==> src/hdl/stop_recovery_map.vh <==
/*
 * Constants for the stop-state recovery controller: register offsets,
 * field positions, reset values, state codes and hold-off counts.
 * Assumes inclusion by its bare name from plain Verilog-2005 design files.
 */
`ifndef STOP_RECOVERY_MAP_VH
`define STOP_RECOVERY_MAP_VH

// Register offsets
`define REG_WDT_CTL 4'h0
`define REG_RST_STAT 4'h1
`define REG_OSC_CTL 4'h2
`define REG_WAKE_EN 4'h3
`define REG_PORT_IN 4'h4
`define REG_STATE 4'h5

// Watchdog control fields
`define WDT_INT_MODE_BIT 0
`define WDT_STOP_BIT 4
`define WDT_TIMEOUT_BIT 5
`define WDT_PIN_RESET_BIT 6

// Reset status fields
`define RST_STOP_BIT 4

// Oscillator control fields and values
`define OSC_IPO_EN_BIT 0
`define OSC_XTAL_EN_BIT 1
`define OSC_SEL_LSB 2
`define OSC_SEL_IPO 2'h0
`define OSC_CTL_RESET 8'h01
`define OSC_CTL_RECOVERED 8'h01

// Reset vector location, high byte first
`define VEC_ADDR_HI 16'h0002
`define VEC_ADDR_LO 16'h0003

// Hold-off counts in internal oscillator cycles
`define HOLD_IPO_CYCLES 13'h0042
`define HOLD_XTAL_CYCLES 13'h1388

// Least wake pulse, system clock cycles
`define MIN_WAKE_CYCLES 3'h3

// Sequencer states
`define ST_RUN 3'h0
`define ST_STOP 3'h1
`define ST_FILT 3'h2
`define ST_HOLD 3'h3
`define ST_VEC_HI 3'h4
`define ST_VEC_LO 3'h5
`define ST_VEC_END 3'h6
`define ST_SYSRST 3'h7

`endif

==> src/hdl/pin_sync.v <==
/*
 * Two-flop synchroniser bank with a third stage for edge detection.
 * Assumes asynchronous inputs; only the second and third stages are read.
 */
`timescale 1ns/1ps
module pin_sync #(
  parameter W = 8,
  parameter [W-1:0] RST_VAL = {W{1'b0}}
) (
  input wire sys_clk,
  input wire resetn,
  input wire clk_en,
  input wire [W-1:0] pin_in,
  output wire [W-1:0] level,
  output wire [W-1:0] change,
  output wire [W-1:0] rise
);
  reg [W-1:0] s1_q;
  reg [W-1:0] s2_q;
  reg [W-1:0] s3_q;
  genvar i;

  // Per-bit stages; first flop feeds only the second
  generate
    for (i = 0; i < W; i = i + 1) begin : g_bit
      always @(posedge sys_clk or negedge resetn) begin
        if (!resetn) begin
          s1_q[i] <= RST_VAL[i];
          s2_q[i] <= RST_VAL[i];
          s3_q[i] <= RST_VAL[i];
        end else if (clk_en) begin
          s1_q[i] <= pin_in[i];
          s2_q[i] <= s1_q[i];
          s3_q[i] <= s2_q[i];
        end
      end
      assign change[i] = s2_q[i] ^ s3_q[i];
      assign rise[i] = s2_q[i] & ~s3_q[i];
    end
  endgenerate

  assign level = s2_q;
endmodule

==> src/hdl/stop_mode_recovery_ctrl.v <==
/*
 * Stop-state entry and recovery sequencer with its small register file.
 * Assumes CPU strobes on sys_clk, program memory answering one cycle after
 * a read, and pins plus the internal oscillator arriving asynchronously.
 * Software must rewrite oscillator control after every recovery.
 */
`timescale 1ns/1ps
`include "stop_recovery_map.vh"
module stop_mode_recovery_ctrl #(
  parameter [12:0] XTAL_HOLD_CYCLES = `HOLD_XTAL_CYCLES
) (
  input wire sys_clk,
  input wire resetn,
  input wire clk_en,
  input wire [3:0] addr,
  input wire [7:0] wdata,
  input wire wr_stb,
  input wire rd_stb,
  output reg [7:0] rdata_q,
  input wire stop_instr,
  input wire wdt_timeout,
  input wire [7:0] wake_pin,
  input wire ext_reset_n,
  input wire debug_line,
  input wire internal_rc_oscillator,
  input wire [7:0] prog_data,
  output reg [15:0] prog_addr_q,
  output reg prog_rd_q,
  output reg [15:0] pc_q,
  output reg pc_load_q,
  output reg cpu_reset_q,
  output reg sys_reset_q,
  output reg stopped_q,
  output reg wdt_irq_q,
  output reg [7:0] pin_irq_q,
  output reg [7:0] port_input_data_q,
  output reg ipo_en_q,
  output reg [1:0] clk_sel_q
);
  wire [7:0] pin_level;
  wire [7:0] pin_change;
  wire [2:0] misc_level;
  wire [2:0] misc_rise;
  wire ipo_edge;
  wire ext_rst_low;
  wire debug_low;
  wire [7:0] wake_hit;
  wire [12:0] hold_limit;
  wire wr_wdt;
  wire wr_rst;
  wire wr_osc;
  wire wr_wake_en;
  wire wake_taken;
  wire [7:0] wdt_flag_set;
  wire [7:0] rst_flag_set;

  reg [2:0] state_q;
  reg [2:0] state_d;
  reg [7:0] watchdog_control_reg_q;
  reg [7:0] reset_status_reg_q;
  reg [7:0] oscillator_control_reg_q;
  reg [7:0] wake_en_q;
  reg [7:0] wake_mask_q;
  reg [7:0] wake_base_q;
  reg [2:0] filt_cnt_q;
  reg [12:0] hold_cnt_q;
  reg xtal_hold_q;
  reg [7:0] vec_hi_q;

  // Pins and oscillator all arrive from outside the clock domain
  pin_sync #(.W(8), .RST_VAL(8'h00)) u_wake_sync (
    .sys_clk(sys_clk),
    .resetn(resetn),
    .clk_en(clk_en),
    .pin_in(wake_pin),
    .level(pin_level),
    .change(pin_change),
    .rise()
  );

  // Reset and debug lines idle high, so sync resets to one
  pin_sync #(.W(3), .RST_VAL(3'h6)) u_misc_sync (
    .sys_clk(sys_clk),
    .resetn(resetn),
    .clk_en(clk_en),
    .pin_in({ext_reset_n, debug_line, internal_rc_oscillator}),
    .level(misc_level),
    .change(),
    .rise(misc_rise)
  );

  assign ipo_edge = misc_rise[0];
  assign debug_low = ~misc_level[1];
  assign ext_rst_low = ~misc_level[2];
  assign wake_hit = pin_change & wake_en_q;
  assign hold_limit = xtal_hold_q ? XTAL_HOLD_CYCLES : `HOLD_IPO_CYCLES;
  assign wr_wdt = wr_stb && (addr == `REG_WDT_CTL);
  assign wr_rst = wr_stb && (addr == `REG_RST_STAT);

  // Clear on write-one; a hardware set in the same cycle wins
  function [7:0] flag_next;
    input [7:0] cur;
    input [7:0] clr;
    input [7:0] set;
    begin
      flag_next = (cur & ~clr) | set;
    end
  endfunction

  // Stop proper plus the pulse filter; both count as being in stop
  function in_stop;
    input [2:0] st;
    begin
      in_stop = (st == `ST_STOP) || (st == `ST_FILT);
    end
  endfunction

  // States that keep the CPU in reset; the load cycle is included so the
  // CPU never runs one cycle from a stale program counter
  function holds_cpu;
    input [2:0] st;
    begin
      holds_cpu = (st == `ST_HOLD) || (st == `ST_VEC_HI) || (st == `ST_VEC_LO) ||
        (st == `ST_VEC_END) || (st == `ST_SYSRST);
    end
  endfunction

  // Register strobes decoded once
  assign wr_osc = wr_stb && (addr == `REG_OSC_CTL);
  assign wr_wake_en = wr_stb && (addr == `REG_WAKE_EN);
  assign wake_taken = in_stop(state_q) && (state_d == `ST_HOLD);
  assign wdt_flag_set = {1'b0, (state_q == `ST_SYSRST) && ext_rst_low,
    in_stop(state_q) && wdt_timeout && !ext_rst_low && !debug_low,
    state_q == `ST_VEC_END, 4'h0};
  assign rst_flag_set = {3'h0, (state_q == `ST_FILT) && (state_d == `ST_STOP), 4'h0};

  // Next-state logic for the recovery sequencer
  always @* begin
    state_d = state_q;
    case (state_q)
      `ST_RUN: begin
        if (ext_rst_low) begin
          state_d = `ST_SYSRST;
        end else if (stop_instr) begin
          state_d = `ST_STOP;
        end
      end
      `ST_STOP: begin
        if (ext_rst_low) begin
          state_d = `ST_SYSRST;
        end else if (debug_low) begin
          state_d = `ST_SYSRST;
        end else if (wdt_timeout) begin
          state_d = `ST_HOLD;
        end else if (wake_hit != 8'h00) begin
          state_d = `ST_FILT;
        end
      end
      `ST_FILT: begin
        if (ext_rst_low || debug_low) begin
          state_d = `ST_SYSRST;
        end else if (wdt_timeout) begin
          state_d = `ST_HOLD;
        end else if ((pin_level & wake_mask_q) == wake_base_q) begin
          state_d = `ST_STOP;
        end else if (filt_cnt_q == `MIN_WAKE_CYCLES - 3'h1) begin
          state_d = `ST_HOLD;
        end
      end
      `ST_HOLD: begin
        if (ipo_edge && (hold_cnt_q == hold_limit - 13'h0001)) begin
          state_d = `ST_VEC_HI;
        end
      end
      `ST_VEC_HI: begin
        state_d = `ST_VEC_LO;
      end
      `ST_VEC_LO: begin
        state_d = `ST_VEC_END;
      end
      `ST_VEC_END: begin
        state_d = `ST_RUN;
      end
      `ST_SYSRST: begin
        if (!ext_rst_low && !debug_low) begin
          state_d = `ST_RUN;
        end
      end
      default: begin
        state_d = `ST_RUN;
      end
    endcase
  end

  // Sequencer registers and the outputs that follow the state
  always @(posedge sys_clk or negedge resetn) begin
    if (!resetn) begin
      state_q <= `ST_RUN;
      wake_mask_q <= 8'h00;
      wake_base_q <= 8'h00;
      vec_hi_q <= 8'h00;
      prog_addr_q <= 16'h0000;
      prog_rd_q <= 1'b0;
      pc_q <= 16'h0000;
      pc_load_q <= 1'b0;
      cpu_reset_q <= 1'b0;
      sys_reset_q <= 1'b0;
      stopped_q <= 1'b0;
      wdt_irq_q <= 1'b0;
      pin_irq_q <= 8'h00;
      port_input_data_q <= 8'h00;
    end else if (clk_en) begin
      state_q <= state_d;
      prog_rd_q <= 1'b0;
      pc_load_q <= 1'b0;
      pin_irq_q <= 8'h00;
      wdt_irq_q <= 1'b0;
      stopped_q <= in_stop(state_d);
      sys_reset_q <= (state_d == `ST_SYSRST);
      // CPU held through hold-off, fetch and load
      cpu_reset_q <= holds_cpu(state_d);
      if (state_q == `ST_RUN) begin
        pin_irq_q <= (pin_level ^ port_input_data_q) & wake_en_q;
        port_input_data_q <= pin_level;
      end
      // Remember which pins moved and their old level
      if (state_q == `ST_STOP && wake_hit != 8'h00) begin
        wake_mask_q <= wake_hit;
        wake_base_q <= ~pin_level & wake_hit;
      end
      // vector fetch, high byte at the lower address
      if (state_d == `ST_VEC_HI) begin
        prog_addr_q <= `VEC_ADDR_HI;
        prog_rd_q <= 1'b1;
        // capture only the level still present
        pin_irq_q <= (pin_level ^ port_input_data_q) & wake_en_q;
        port_input_data_q <= pin_level;
      end
      if (state_q == `ST_VEC_HI) begin
        prog_addr_q <= `VEC_ADDR_LO;
        prog_rd_q <= 1'b1;
      end
      if (state_q == `ST_VEC_LO) begin
        vec_hi_q <= prog_data;
      end
      if (state_q == `ST_VEC_END) begin
        pc_q <= {vec_hi_q, prog_data};
        pc_load_q <= 1'b1;
        wdt_irq_q <= watchdog_control_reg_q[`WDT_TIMEOUT_BIT] &
          watchdog_control_reg_q[`WDT_INT_MODE_BIT];
      end
    end
  end

  // Pulse filter and hold-off counters, kept apart from the sequencer
  // so the long hold-off count stays a simple counter of its own
  always @(posedge sys_clk or negedge resetn) begin
    if (!resetn) begin
      filt_cnt_q <= 3'h0;
      hold_cnt_q <= 13'h0000;
      xtal_hold_q <= 1'b0;
    end else if (clk_en) begin
      if (state_q == `ST_STOP) begin
        filt_cnt_q <= 3'h0;
      end else if (state_q == `ST_FILT) begin
        filt_cnt_q <= filt_cnt_q + 3'h1;
      end
      if (wake_taken) begin
        hold_cnt_q <= 13'h0000;
        xtal_hold_q <= oscillator_control_reg_q[`OSC_XTAL_EN_BIT];
      end else if (state_q == `ST_HOLD && ipo_edge) begin
        hold_cnt_q <= hold_cnt_q + 13'h0001;
      end
    end
  end

  // Register file and its hardware-set flags
  always @(posedge sys_clk or negedge resetn) begin
    if (!resetn) begin
      watchdog_control_reg_q <= 8'h00;
      reset_status_reg_q <= 8'h00;
      oscillator_control_reg_q <= `OSC_CTL_RESET;
      wake_en_q <= 8'h00;
      ipo_en_q <= 1'b1;
      clk_sel_q <= `OSC_SEL_IPO;
    end else if (clk_en) begin
      watchdog_control_reg_q <= flag_next(watchdog_control_reg_q,
        wr_wdt ? (wdata & 8'h70) : 8'h00, wdt_flag_set);
      if (wr_wdt) begin
        watchdog_control_reg_q[`WDT_INT_MODE_BIT] <= wdata[`WDT_INT_MODE_BIT];
      end
      reset_status_reg_q <= flag_next(reset_status_reg_q,
        wr_rst ? (wdata & 8'h10) : 8'h00, rst_flag_set);
      // recovery reloads oscillator control; the watchdog stop flag is set at vector end
      if (wake_taken) begin
        oscillator_control_reg_q <= `OSC_CTL_RECOVERED;
      end else if (state_d == `ST_SYSRST) begin
        oscillator_control_reg_q <= `OSC_CTL_RESET;
      end else if (wr_osc) begin
        oscillator_control_reg_q <= wdata;
      end
      if (wr_wake_en) begin
        wake_en_q <= wdata;
      end
      // Enable and select lag the register by one cycle
      ipo_en_q <= oscillator_control_reg_q[`OSC_IPO_EN_BIT];
      clk_sel_q <= oscillator_control_reg_q[`OSC_SEL_LSB+1:`OSC_SEL_LSB];
    end
  end

  // Read data stands only in the cycle after the strobe
  always @(posedge sys_clk or negedge resetn) begin
    if (!resetn) begin
      rdata_q <= 8'h00;
    end else if (clk_en) begin
      rdata_q <= 8'h00;
      if (rd_stb) begin
        case (addr)
          `REG_WDT_CTL: rdata_q <= watchdog_control_reg_q;
          `REG_RST_STAT: rdata_q <= reset_status_reg_q;
          `REG_OSC_CTL: rdata_q <= oscillator_control_reg_q;
          `REG_WAKE_EN: rdata_q <= wake_en_q;
          `REG_PORT_IN: rdata_q <= port_input_data_q;
          `REG_STATE: rdata_q <= {5'h00, state_q};
          default: rdata_q <= 8'h00;
        endcase
      end
    end
  end
endmodule

==> config.mk <==
export PLATFORM = sky130hd
export DESIGN_NAME = stop_mode_recovery_ctrl
export DESIGN_NICKNAME = d
export VERILOG_FILES = /design/src/hdl/pin_sync.v /design/src/hdl/stop_mode_recovery_ctrl.v
export VERILOG_INCLUDE_DIRS = /design/src /design/src/hdl
export SDC_FILE = /design/constraint.sdc
export NUM_CORES = 1
export LEC_CHECK = 0
export BUFFER_PORTS_ARGS = -buffer_cell sky130_fd_sc_hd__buf_2
export CORE_MARGIN = 2
export CORE_UTILIZATION = 30
export CTS_BUF_LIST = sky130_fd_sc_hd__clkbuf_16
export CTS_CLUSTER_SIZE = 20
export DETAILED_ROUTE_END_ITERATION = 10
export PLACE_DENSITY = 0.59
export SYNTH_ARGS = -nofsm -noshare
export SYNTH_HDL_FRONTEND = slang
export SYNTH_SLANG_ARGS = --single-unit
==> constraint.sdc <==
create_clock -name sys_clk -period 2.8 [get_ports sys_clk]
set_clock_uncertainty 0.2 [all_clocks]
set_input_delay 0.14 -clock sys_clk [delete_from_list [all_inputs] [get_ports sys_clk]]
set_output_delay 0.14 -clock sys_clk [all_outputs]
set_load 0.03 [all_outputs]
Word level (Yosys, flattened, before mapping)
Cells that the tools add are included.

storage, ports and cells
  memory bits (writable) = 0
  bits in registers = 172
  output and inout bits = 65
  word-level logic and storage cells = 180
  input bits = 38
  bits in read-only memories = 0
  latch bits = 0
  memories kept = 0

cells by class
  equal/unequal tests = 22
  multiplexer cells = 36
  reduce and logical (&&, ||, !) cells = 39
  bitwise gates (word level) = 25
  shift operators = 0
  order comparisons = 0
  add/subtract/negate cells = 3
  multipliers = 0
  div/mod/pow operators = 0

operator list
  cell                   count
  $mux 8                 8
  $and 8x8->8            6
  $pmux 8 s6             1
  $mux 3                 14
  $mux 13                3
  $mux 16                2
  $eq 3x3->1 const B     8
  $pmux 3 s8             1
  $reduce_and 2->1       10
  $eq 3x2->1 const B     5
  $logic_and 1x1->1      14
  $add 13x1->13 const B  1
  $eq 13x13->1           1
  $sub 13x1->13 const B  1
  $eq 4x2->1 const B     2
  $eq 4x3->1 const B     2
  $eq 8x8->1             1
  $not 5->8              1
  $not 7->8              1
  $not 8->8              1
  $or 8x5->8             1
  $or 8x7->8             1
  $reduce_bool 2->1      4
  $reduce_bool 8->1      1
  14 further kinds       35

Longest topological paths before layout
Gate-level depths: netlist of run 1.

  depth after elaboration = 13
  mapped depth = 10
  gate-level depth less buffers = 7

Cells and area by module
Synthesis of run 1 repeated with hierarchy kept, for this count alone.

unflattened totals
  cells, all modules = 674
  area total of the unflattened synthesis = 7422.1 um^2

modules (own cells, without submodules)
  module                   times used  area each (um^2)  seq. area each (um^2)  cells each
  stop_mode_recovery_ctrl  1           5825.6            2905.3                 571
  pin_sync at u_wake_sync  1           1157.4            600.6                  75
  pin_sync at u_misc_sync  1           439.2             232.7                  28

Worst setup path before layout of run 1
OpenSTA, ideal clock, no wires.

  path kind = register to register
  start = register u_wake_sync.s2_q[6], in the netlist u_wake_sync.level[6]
  end = register port_input_data_q[6]
  setup slack = -0.117 ns
  data arrival time = 2.592 ns
  setup time = 0.125 ns
  cell stages (with the launch flop) = 11
  required time = 2.475 ns
  period minus slack after synthesis = 2.917 ns
  buffers on the path = 3
  cell sequence = dfrtp_1 > buf_6 > xor2_1 > a22oi_1 > nand4_1 > or4_1 > a31o_1 > o41a_1 > buf_6 > buf_8 > mux2_4

between the ends
  word-level cells in the longest chain between the ends = 11
  elaborated cells on any way between the ends = 18
  classes of those cells = eq/ne (2); mux (10); bitwise (3); reduce/logical (3)

ends and longest elaborated chain
  element                             line                           source
  start: declaration                  pin_sync.v:19                  reg [W-1:0] s2_q;
  start signal: indexed assignment    pin_sync.v:29                  s2_q[i] <= RST_VAL[i];
  start signal: indexed assignment    pin_sync.v:33                  s2_q[i] <= s1_q[i];
  $xor 1x1->1                         pin_sync.v:37                  assign change[i] = s2_q[i] ^ s3_q[i];
  $and 8x8->8                         stop_mode_recovery_ctrl.v:95   assign wake_hit = pin_change & wake_en_q;
  $reduce_bool 8->1                   stop_mode_recovery_ctrl.v:155  end else if (wake_hit != 8'h00) begin
  $mux 3                              stop_mode_recovery_ctrl.v:155
  $mux 3                              stop_mode_recovery_ctrl.v:153  end else if (wdt_timeout) begin
  $mux 3                              stop_mode_recovery_ctrl.v:151  end else if (debug_low) begin
  $mux 3                              stop_mode_recovery_ctrl.v:149  if (ext_rst_low) begin
  $pmux 3 s8                          stop_mode_recovery_ctrl.v:140  case (state_q)
  $eq 3x3->1 (no source line)         --
  $reduce_bool 2->1 (no source line)  --
  $reduce_and 2->1 (no source line)   --
  end signal: assignment              stop_mode_recovery_ctrl.v:224  port_input_data_q <= pin_level;
  end signal: assignment              stop_mode_recovery_ctrl.v:237  port_input_data_q <= pin_level;
  end: declaration                    stop_mode_recovery_ctrl.v:36   output reg [7:0] port_input_data_q,

Several ways; a longest one is shown, not always the timed one. The select of a mux whose other input is x is not followed.
A chain may end at the register's enable or synchronous reset.

Final worst setup path of run 1
  start = register u_wake_sync.s2_q[5], in the netlist u_wake_sync.level[5]
  end = register port_input_data_q[7]

between the ends
  word-level cells in the longest chain between the ends = 11
  elaborated cells on any way between the ends = 17
  classes of those cells = eq/ne (2); mux (9); bitwise (3); reduce/logical (3)

ends and longest elaborated chain
  element                             line
  $xor 1x1->1                         pin_sync.v:37
  $and 8x8->8                         stop_mode_recovery_ctrl.v:95
  $reduce_bool 8->1                   stop_mode_recovery_ctrl.v:155
  $mux 3                              stop_mode_recovery_ctrl.v:155
  $mux 3                              stop_mode_recovery_ctrl.v:153
  $mux 3                              stop_mode_recovery_ctrl.v:151
  $mux 3                              stop_mode_recovery_ctrl.v:149
  $pmux 3 s8 *                        stop_mode_recovery_ctrl.v:140
  $eq 3x3->1 (no source line) *       --
  $reduce_bool 2->1 (no source line)  --
  $reduce_and 2->1 (no source line)   --

Mark *: on every way between the ends. The rest lies on a longest branch, timed or not.

==> out/metrics.yaml, run 1 <==
floorplanning:
  initial_core_util_pct: 30.5
  ios: 103
  std_cell_rows: 55
  die_h_um: 156
  placeableCoreArea_mm2: 0.0226
  die-area_mm2: 0.0242
  dieWidth_um: 156
placed_design:
  place.gp.congestion: 0.833
  dp.cells: 1001
  portBuffers: 88
  hpwl_um: 12200
setup_path:
  required_ns: 2.91
  worst_setup_path_end_kind: "register"
  arrival_ns: 3.03
  cp_common_cell: "buf_6"
  path_class: "register to register"
  r2r-start: "u_wake_sync.level[5]"
  start_kind: "register"
  cp_slowest_stage_delay_ns: 0.45
  critPathMaxFanout: 5
  critPathLaunch: "u_wake_sync.level[5]"
  path_cells: "buf_6 -> xor2_4 -> a22oi_2 -> nand4_1 -> or4_1 -> a31o_1 -> o41a_1 -> buf_6 -> mux2_4"
  slowest_stage: "or4_1"
synth:
  yosys-top-cells-area: "dfrtp_1, mux2_2, nand2_1, xor2_1, dfstp_2"
  synth_area_per_cell_um2: 11.4
  async_reset_ff_share_pct: 100
  synth_edf_count: 0
  ys_seq_elements: 147
  ys.flop_type: "dfrtp_1"
  synth_area_leader_cell: "dfrtp_1"
  synth_area_mm2: 0.00690
  yosys.cell_types.count: 63
  synth.yosys.seq_area_share_pct: 53.4
  synthesis.instances: 605
  yosys.area.top_type_share_pct: 51.1
  ys_warn_count: 0
finish:
  finalNetCount: 817
  instances_no_fill: 1074
  antennaDiodeCount: 0
  layout_commonest_cell: "dfrtp_1"
  fillers: 2186
  area_growth_pct: 31.0
  utilization_pct: 40.0
  mostFrequentLayoutCells: "dfrtp_1, buf_2, mux2_2"
  drive_gt1_share_pct: 36.6
sta:
  relSlewSlack_pct: 58.8
  final_hold_viol_count: 0
  fin_crit_sh_pct: 104
  setup_slack_ns: -0.119
  worstMarginPinSlew_ns: 0.619
  rsz0062_at_grt: "yes"
  period_needed_ns: 2.92
  tns_ns: -1.26
  max_freq_ghz: 0.343
  setup_viol: 24
  slew_viol_final: 0
status:
  violations: "setup timing"
  status: "finished, violations left"
grt:
  first_global_vias: 5321
  grt_usage_pct: 14.9
  grt_pass1_wl_um: 28400
  antenna_found_initial: 0
  grt_max_degree: 65
  grt.overflow.total: 0
route:
  drc: 0
  vias: 5233
  via_per_inst: 4.87
  drt-initial-drc-count: 272
  wirelength_um: 17300
  dr.pass1.iters: 4
  drtAntennaViolNets: 0
  wire_per_inst_um: 16.1
clocking:
  cts_buffer_depth: 2
  clock_sinks: 147
  tritoncts: "done"
  numCtsBuffers: 17
  path_clk_slew_ns: 0.07
  htreeDepth: 4
  clockRootBuffer: "clkbuf_16"
  clk_latency_ns: 0.43
worst_hold_path:
  hold_class: "primary input to register"
  min_from: "rd_stb"
power:
  ir_worst_vdd_mv: 0.462
  report.power.total_mw: 8.63
  power.density_mw_per_mm2: 954
  leakagePower_nw: 4.13
flow_run:
  drv_cap: 0
[final cells by class]
| cell class | count | area (µm²) | share of cell area, % |
|---|---|---|---|
| Tap cell | 285 | 357 | 3.94 |
| Sequential cell | 147 | 3690 | 40.8 |
| Timing Repair Buffer | 189 | 1330 | 14.7 |
| Clock buffer | 17 | 425 | 4.70 |
| Inverter | 13 | 48.8 | 0.539 |
| Multi-Input combinational cell | 408 | 3040 | 33.6 |
| Clock inverter | 15 | 151 | 1.67 |
[what timing repair did]
| action | 4_1_cts | 5_1_grt |
|---|---|---|
| resized for setup | 8 | 15 |
| cloned | 1 | 0 |
| pin swaps | 4 | 9 |
| setup endpoints to repair | 19 | 39 |
| hold buffers | 36 | 0 |
| endpoints found under the hold margin | 148 | 0 |
| buffers inserted | 3 | 1 |
[logic make-up after synthesis]
group	after synthesis	synth area share, %
simple gates	168	12.2
flops	147	53.4
compound gates	114	11.9
mux	81	13.3
buf+inv	63	4.98
xor+xnor	28	3.55
fa+ha+maj	3	0.544
other cells	1	0.0543
[cells in the mapped netlist, types with 7 or more instances]
library cell / count
xor2_1: 20
nand2b_1: 7
nand4_1: 11
xnor2_1: 8
a21oi_1: 18
mux2_2: 77
buf_4: 14
nand2_1: 63
a32o_1: 11
and3_1: 9
nand3b_1: 8
o2bb2ai_1: 16
clkbuf_1: 20
nand3_1: 9
dfrtp_1: 141
inv_1: 13
nor2_1: 31
o21ai_0: 27
[stage by stage]
stage	worst slack (ns)	instance area, µm²	hold slack, ns
global route	-0.239	9040	0.0597
finish	-0.119	9040	0.0344
CTS	-0.138	8940	0.0268
floorplan	-0.114	6970	-0.356
detailed placement	-0.160	7940	-0.0263
global placement	-0.133	7940	-0.0216
[per-layer routing]
layer | part of all wire (%) | wire length, µm | global-route usage, % | vias up
li1 | - | - | - | 2507
met2 | 44 | 7670 | 22.6 | 132
met3 | 4.0 | 688 | 2.69 | 26
met1 | 49 | 8530 | 21.2 | 2568
met5 | 0 | 0 | 0 | -
met4 | 2.1 | 364 | 5.68 | 0
[state kept, by name, indices dropped and copies added, names as in the netlist, 4 cells and up]
signal / cells
pc_q: 16
hold_cnt_q: 13
oscillator_control_reg_q: 8
pin_irq_q: 8
port_input_data_q: 8
rdata_q: 8
u_wake_sync.level: 8
u_wake_sync.s1_q: 8
u_wake_sync.s3_q: 8
vec_hi_q: 8
wake_base_q: 8
wake_en_q: 8
wake_mask_q: 8
watchdog_control_reg_q: 4
[worst max-delay path, delay by kind of cell, from the launching register on]
kind	cells	cell delay, ns
compound gates	3	0.78
simple gates	2	0.60
flops	1	0.42
buf+inv	2	0.32
mux	1	0.29
xor+xnor	1	0.18
[power breakdown]
part           total, mW  switching (mW)  internal [mW]
sequential          3.14           0.443           2.70
combinational       3.24            1.81           1.42
clock               2.26           0.940           1.32
[path summary, 6_finish.rpt]
check / endpoint / slack, ns / cells after the start
hold reg to reg: prog_addr_q[1] / 0.27 / 1
setup / recovery: port_input_data_q[7] / -0.12 / 9
setup reg to reg: port_input_data_q[7] / -0.12 / 9
max in group asynchronous: state_q[1] / 1.55 / 3
min in group asynchronous: wake_base_q[2] / 0.08 / 2
hold / removal: rdata_q[4] / 0.03 / 3
(Power assumes the default switching activity.)
==> inputs of run 2 (changes only) <==
--- a/config.mk
+++ b/config.mk
@@ -15,4 +15,5 @@
 export PLACE_DENSITY = 0.59
 export SYNTH_ARGS = -nofsm -noshare
 export SYNTH_HDL_FRONTEND = slang
+export SYNTH_HIERARCHICAL = 1
 export SYNTH_SLANG_ARGS = --single-unit
==> out/metrics.yaml, run 2 <==
status:
  status: "finished clean"
clocking:
  clk_latency_ns: 0.42
  clock_sinks: 147
  path_clk_slew_ns: 0.06
  tritoncts: "done"
  cts_buffer_depth: 2
  htreeDepth: 4
  numCtsBuffers: 17
  clockRootBuffer: "clkbuf_16"
power:
  p_sw_mw: 3.48
  report.power.total_mw: 9.28
  power.density_mw_per_mm2: 977
  power.share.switching_pct: 37.5
  internal-power_mw: 5.80
  pwr-share-seq_pct: 36.4
  p_comb_share_pct: 38.8
  leakagePower_nw: 4.46
  ir_worst_vdd_mv: 0.491
  p_clk_share_pct: 24.8
floorplanning:
  placeableCoreArea_mm2: 0.0241
  ios: 103
  die_h_um: 160
  initial_core_util_pct: 30.3
  die-area_mm2: 0.0256
  std_cell_rows: 57
  dieWidth_um: 160
placed_design:
  place.gp.congestion: 0.841
  portBuffers: 88
  hpwl_um: 13400
  dp.cells: 1103
flow_run:
  drv_cap: 0
sta:
  setup_viol: 0
  worstMarginPinSlew_ns: 0.621
  fin_crit_sh_pct: 98.3
  max_freq_ghz: 0.363
  final_hold_viol_count: 0
  relSlewSlack_pct: 58.5
  rsz0062_at_grt: "yes"
  period_needed_ns: 2.75
  slew_viol_final: 0
setup_path:
  path_class: "register to register"
  slowest_stage: "dfstp_2"
  cp_num_buf_inv: 1
  crit_family: "simple AND/OR/NAND/NOR gates"
  arrival_ns: 2.86
  worst_setup_path_end_kind: "register"
  start_kind: "register"
  cp_slowest_stage_delay_ns: 0.57
  required_ns: 2.91
  critPathMaxFanout: 8
  path_cells: "nand2_1 -> or3_4 -> o31a_1 -> a211oi_4 -> nor4b_4 -> a2bb2oi_4 -> buf_12 -> mux2_4"
route:
  wirelength_um: 19300
  wire_per_inst_um: 16.4
  drc: 0
  vias: 5629
  via_per_inst: 4.78
  dr.pass1.iters: 5
  drtAntennaViolNets: 0
  drt-initial-drc-count: 382
grt:
  first_global_vias: 5431
  grt_usage_pct: 15.2
  grt_max_degree: 57
  antenna_found_initial: 0
  grt.overflow.total: 0
  grt_pass1_wl_um: 30500
synth:
  synth_area_mm2: 0.00730
  synth_area_per_cell_um2: 11.0
  synthesis.instances: 663
  ys_warn_count: 6
finish:
  instances_no_fill: 1178
  layout_commonest_cell: "dfrtp_1"
  finalNetCount: 892
  largest_reg_flops: 16
  fillers: 2378
  mostFrequentLayoutCells: "dfrtp_1, buf_2, nand2_1"
  multi_input_area_mm2: 0.00332
  drive_gt1_share_pct: 34.7
  antennaDiodeCount: 0
  top_register: "pc_q"
  area_growth_pct: 30.2
  top_regs: "pc_q x16, hold_cnt_q x13"
  regArea_mm2: 0.00369
worst_hold_path:
  hold_class: "primary input to register"
## run 2: cell type report
cell class	count	area share, %
clock inverters	14	1.69
inverters	31	1.23
multi-input cells	452	34.9
well taps	324	4.27
repair buffers	193	14.6
flip-flops and latches	147	38.8
clock buffers	17	4.48
## run 2: power by group through the flow
stage               Combinational [mW]  Clock (mW)  Sequential [mW]
floorplan                         1.78           0             3.72
global placement                  3.34           0             3.37
detailed placement                3.38           0             3.39
CTS                               3.44        2.36             3.36
global route                      3.91        2.43             3.47
finish                            3.60        2.31             3.38
## run 2: final timing paths
check,to,startpoint,slack [ns],cells past startpoint
worst max-delay path,port_input_data_q[7],u_misc_sync/level[2],0.05,8
worst min-delay path,hold_cnt_q[0],clk_en,0.01,4
worst max register to register,port_input_data_q[7],u_misc_sync/level[2],0.05,8
worst min register to register,prog_addr_q[1],prog_addr_q[1],0.27,1
max in group asynchronous,ipo_en_q,resetn,1.90,3
min in group asynchronous,port_input_data_q[0],resetn,0.07,3
## run 2: metal layers
layer / GRT usage (%) / part of all wire [%] / vias to the layer above / routed length [µm]
met5: 0 / 0 / - / 0
met4: 4.87 / 1.6 / 0 / 307
met3: 2.60 / 3.2 / 16 / 612
met2: 23.7 / 47 / 126 / 9040
met1: 21.5 / 48 / 2815 / 9350
li1: - / - / 2672 / -
## run 2: worst reg2reg max path: cells and delay by family (launching register included)
kind            cells  cell delay, ns
compound gates      3            0.65
mux                 1            0.29
buf+inv             1            0.17
flops               1            0.57
simple gates        3            0.77
## run 2: stage by stage
step / area (µm²) / setup TNS [ns] / utilization, % / setup WS, ns / hold WS (ns)
floorplan: 7340 / 0 / - / 0.0313 / -0.356
global placement: 8390 / 0 / 34.8 / 0.0743 / -0.138
detailed placement: 8390 / 0 / 34.8 / 0.0480 / -0.139
CTS: 9320 / 0 / 38.7 / 0.0248 / 0.0234
global route: 9500 / -0.333 / 39.4 / -0.0521 / 0.0511
finish: 9500 / 0 / 39.4 / 0.0469 / 0.0128
## run 2: what timing repair did
item                                    in CTS  in global routing
endpoints found under the setup margin       0                 30
hold endpoints to repair                   186                  0
gates resized for setup                      0                 18
buffers inserted                             0                  9
hold buffers                                34                  0
==> inputs of run 3 (changes only) <==
--- a/config.mk
+++ b/config.mk
@@ -7,12 +7,12 @@
 export NUM_CORES = 1
 export LEC_CHECK = 0
 export BUFFER_PORTS_ARGS = -buffer_cell sky130_fd_sc_hd__buf_2
+export CORE_ASPECT_RATIO = 1.75
 export CORE_MARGIN = 2
 export CORE_UTILIZATION = 30
 export CTS_BUF_LIST = sky130_fd_sc_hd__clkbuf_16
 export CTS_CLUSTER_SIZE = 20
 export DETAILED_ROUTE_END_ITERATION = 10
-export PLACE_DENSITY = 0.59
 export SYNTH_ARGS = -nofsm -noshare
 export SYNTH_HDL_FRONTEND = slang
 export SYNTH_HIERARCHICAL = 1
==> out/metrics.yaml, run 3 (synthesis gave the netlist of run 2 again) <==
grt:
  busiest_layer: "met2"
  met3_usage_pct: 3.52
  use_met1_pct: 17.1
  grt_pass1_wl_um: 31600
  grt.overflow.total: 0
  antenna_found_initial: 0
  grt_usage_pct: 16.3
  first_global_vias: 5749
  grt_util_met2_pct: 29.4
  grt_max_degree: 52
power:
  ir_worst_vdd_mv: 0.479
  pwr-share-seq_pct: 36.1
  p_comb_share_pct: 36.7
  internal-power_mw: 5.90
  p_clk_share_pct: 27.2
  leakagePower_nw: 4.37
  power.share.switching_pct: 36.5
  power.density_mw_per_mm2: 996
  report.power.total_mw: 9.30
  p_sw_mw: 3.40
setup_path:
  worst_setup_path_end_kind: "register"
  cp_slowest_stage_delay_ns: 0.43
  crit_family: "compound AO/OA/AOI/OAI gates"
  start_kind: "register"
  cp_num_buf_inv: 2
  critPathMaxFanout: 14
  required_ns: 2.92
  arrival_ns: 2.87
  path_cells: "ha_1 -> inv_1 -> nand2_2 -> nand4_1 -> o31a_1 -> a211oi_4 -> nor4b_4 -> a2bb2oi_2 -> buf_12 -> mux2_4"
  slowest_stage: "dfrtp_2"
  path_class: "register to register"
sta:
  period_needed_ns: 2.75
  max_freq_ghz: 0.363
  tns_ns: 0
  slew_viol_final: 0
  rsz0062_at_grt: "yes"
  whs_ns: 0.0256
  worstMarginPinSlew_ns: 0.681
  setup_viol: 0
  setup_slack_ns: 0.0475
  final_hold_viol_count: 0
  relSlewSlack_pct: 54.4
  fin_crit_sh_pct: 98.3
finish:
  fin_area_mm2: 0.00934
  layout_commonest_cell: "dfrtp_1"
  area_growth_pct: 28.0
  largest_reg_flops: 16
  fillers: 2335
  top_regs: "pc_q x16, hold_cnt_q x13"
  top_register: "pc_q"
  mostFrequentLayoutCells: "dfrtp_1, buf_2, nand2_1"
  antennaDiodeCount: 0
  finalNetCount: 873
  drive_gt1_share_pct: 32.4
route:
  drt-initial-drc-count: 344
  via_per_inst: 4.92
  wire_per_inst_um: 17.2
  drc: 0
  dr.pass1.iters: 4
  vias: 5630
  wirelength_um: 19700
  drtAntennaViolNets: 0
clocking:
  tritoncts: "done"
  clockRootBuffer: "clkbuf_16"
  path_clk_slew_ns: 0.06
  clock_sinks: 147
  cts_buffer_depth: 2
  htreeDepth: 4
  numCtsBuffers: 17
  clk_latency_ns: 0.44
worst_hold_path:
  hold_class: "primary input to register"
placed_design:
  hpwl_um: 14300
  post_dp_cell_area_mm2: 0.00825
  portBuffers: 88
  post-place-ws_ns: -0.0284
  place.gp.congestion: 0.908
status:
  status: "finished clean"
floorplanning:
  die-area_mm2: 0.0256
  initial_core_util_pct: 30.5
  placeableCoreArea_mm2: 0.0239
  dieWidth_um: 122
  std_cell_rows: 75
  ios: 103
  die_h_um: 210
flow_run:
  drv_cap: 0
[run 3: final timing paths]
path	start	to	slack, ns	cells after the start
worst min register to register	prog_addr_q[1]	prog_addr_q[1]	0.27	1
worst max register to register	u_wake_sync/level[1]	port_input_data_q[7]	0.05	10
worst max-delay path	u_wake_sync/level[1]	port_input_data_q[7]	0.05	10
worst min-delay path	addr[3]	rdata_q[0]	0.03	4
min in group asynchronous	resetn	u_misc_sync/s3_q[0]	0.50	3
max in group asynchronous	resetn	u_wake_sync/level[6]	0.48	4
[run 3: what timing repair did]
| item | in CTS | in global routing |
|---|---|---|
| hold buffers | 36 | 0 |
| endpoints found under the setup margin | 7 | 18 |
| resized for setup | 1 | 15 |
| pin swaps | 0 | 4 |
| cloned | 0 | 0 |
| setup buffers | 0 | 5 |
| hold endpoints to repair | 197 | 0 |
[run 3: layout make-up]
class                           instances  area, µm²  share of cell area [%]
Sequential cell                       147       3690                    39.5
Multi-Input combinational cell        452       3290                    35.2
Timing Repair Buffer                  174       1210                    13.0
Clock buffer                           17        425                    4.55
Tap cell                              308        385                    4.13
Clock inverter                         15        221                    2.37
Inverter                               31        116                    1.25
[run 3: power by group through the flow]
| stage | Combinational, mW | Clock (mW) | Sequential [mW] |
|---|---|---|---|
| after floorplan | 1.78 | 0 | 3.72 |
| after global placement | 3.28 | 0 | 3.36 |
| after detailed placement | 3.31 | 0 | 3.39 |
| after CTS | 3.38 | 2.59 | 3.35 |
| after global routing | 3.72 | 2.67 | 3.45 |
| final | 3.41 | 2.53 | 3.36 |
[run 3: metal layers]
metal	vias up	wire (µm)
met1	2786	7250
met3	50	787
met2	154	10700
met4	0	986
li1	2640	-
met5	-	0
[run 3: through the flow]
stage	utilization [%]	cells
2_1_floorplan	-	676
5_1_grt	39.0	1144
4_1_cts	38.7	1139
3_3_place_gp	34.5	1071
3_5_place_dp	34.5	1071
6_report	39.0	1144
[run 3: worst reg2reg max path, stage by stage, from the launching register on]
cell and delay [ns]:
dfrtp_2 0.43, ha_1 0.28, inv_1 0.04, nand2_2 0.08
nand4_1 0.14, o31a_1 0.35, a211oi_4 0.26, nor4b_4 0.28
a2bb2oi_2 0.11, buf_12 0.17, mux2_4 0.30
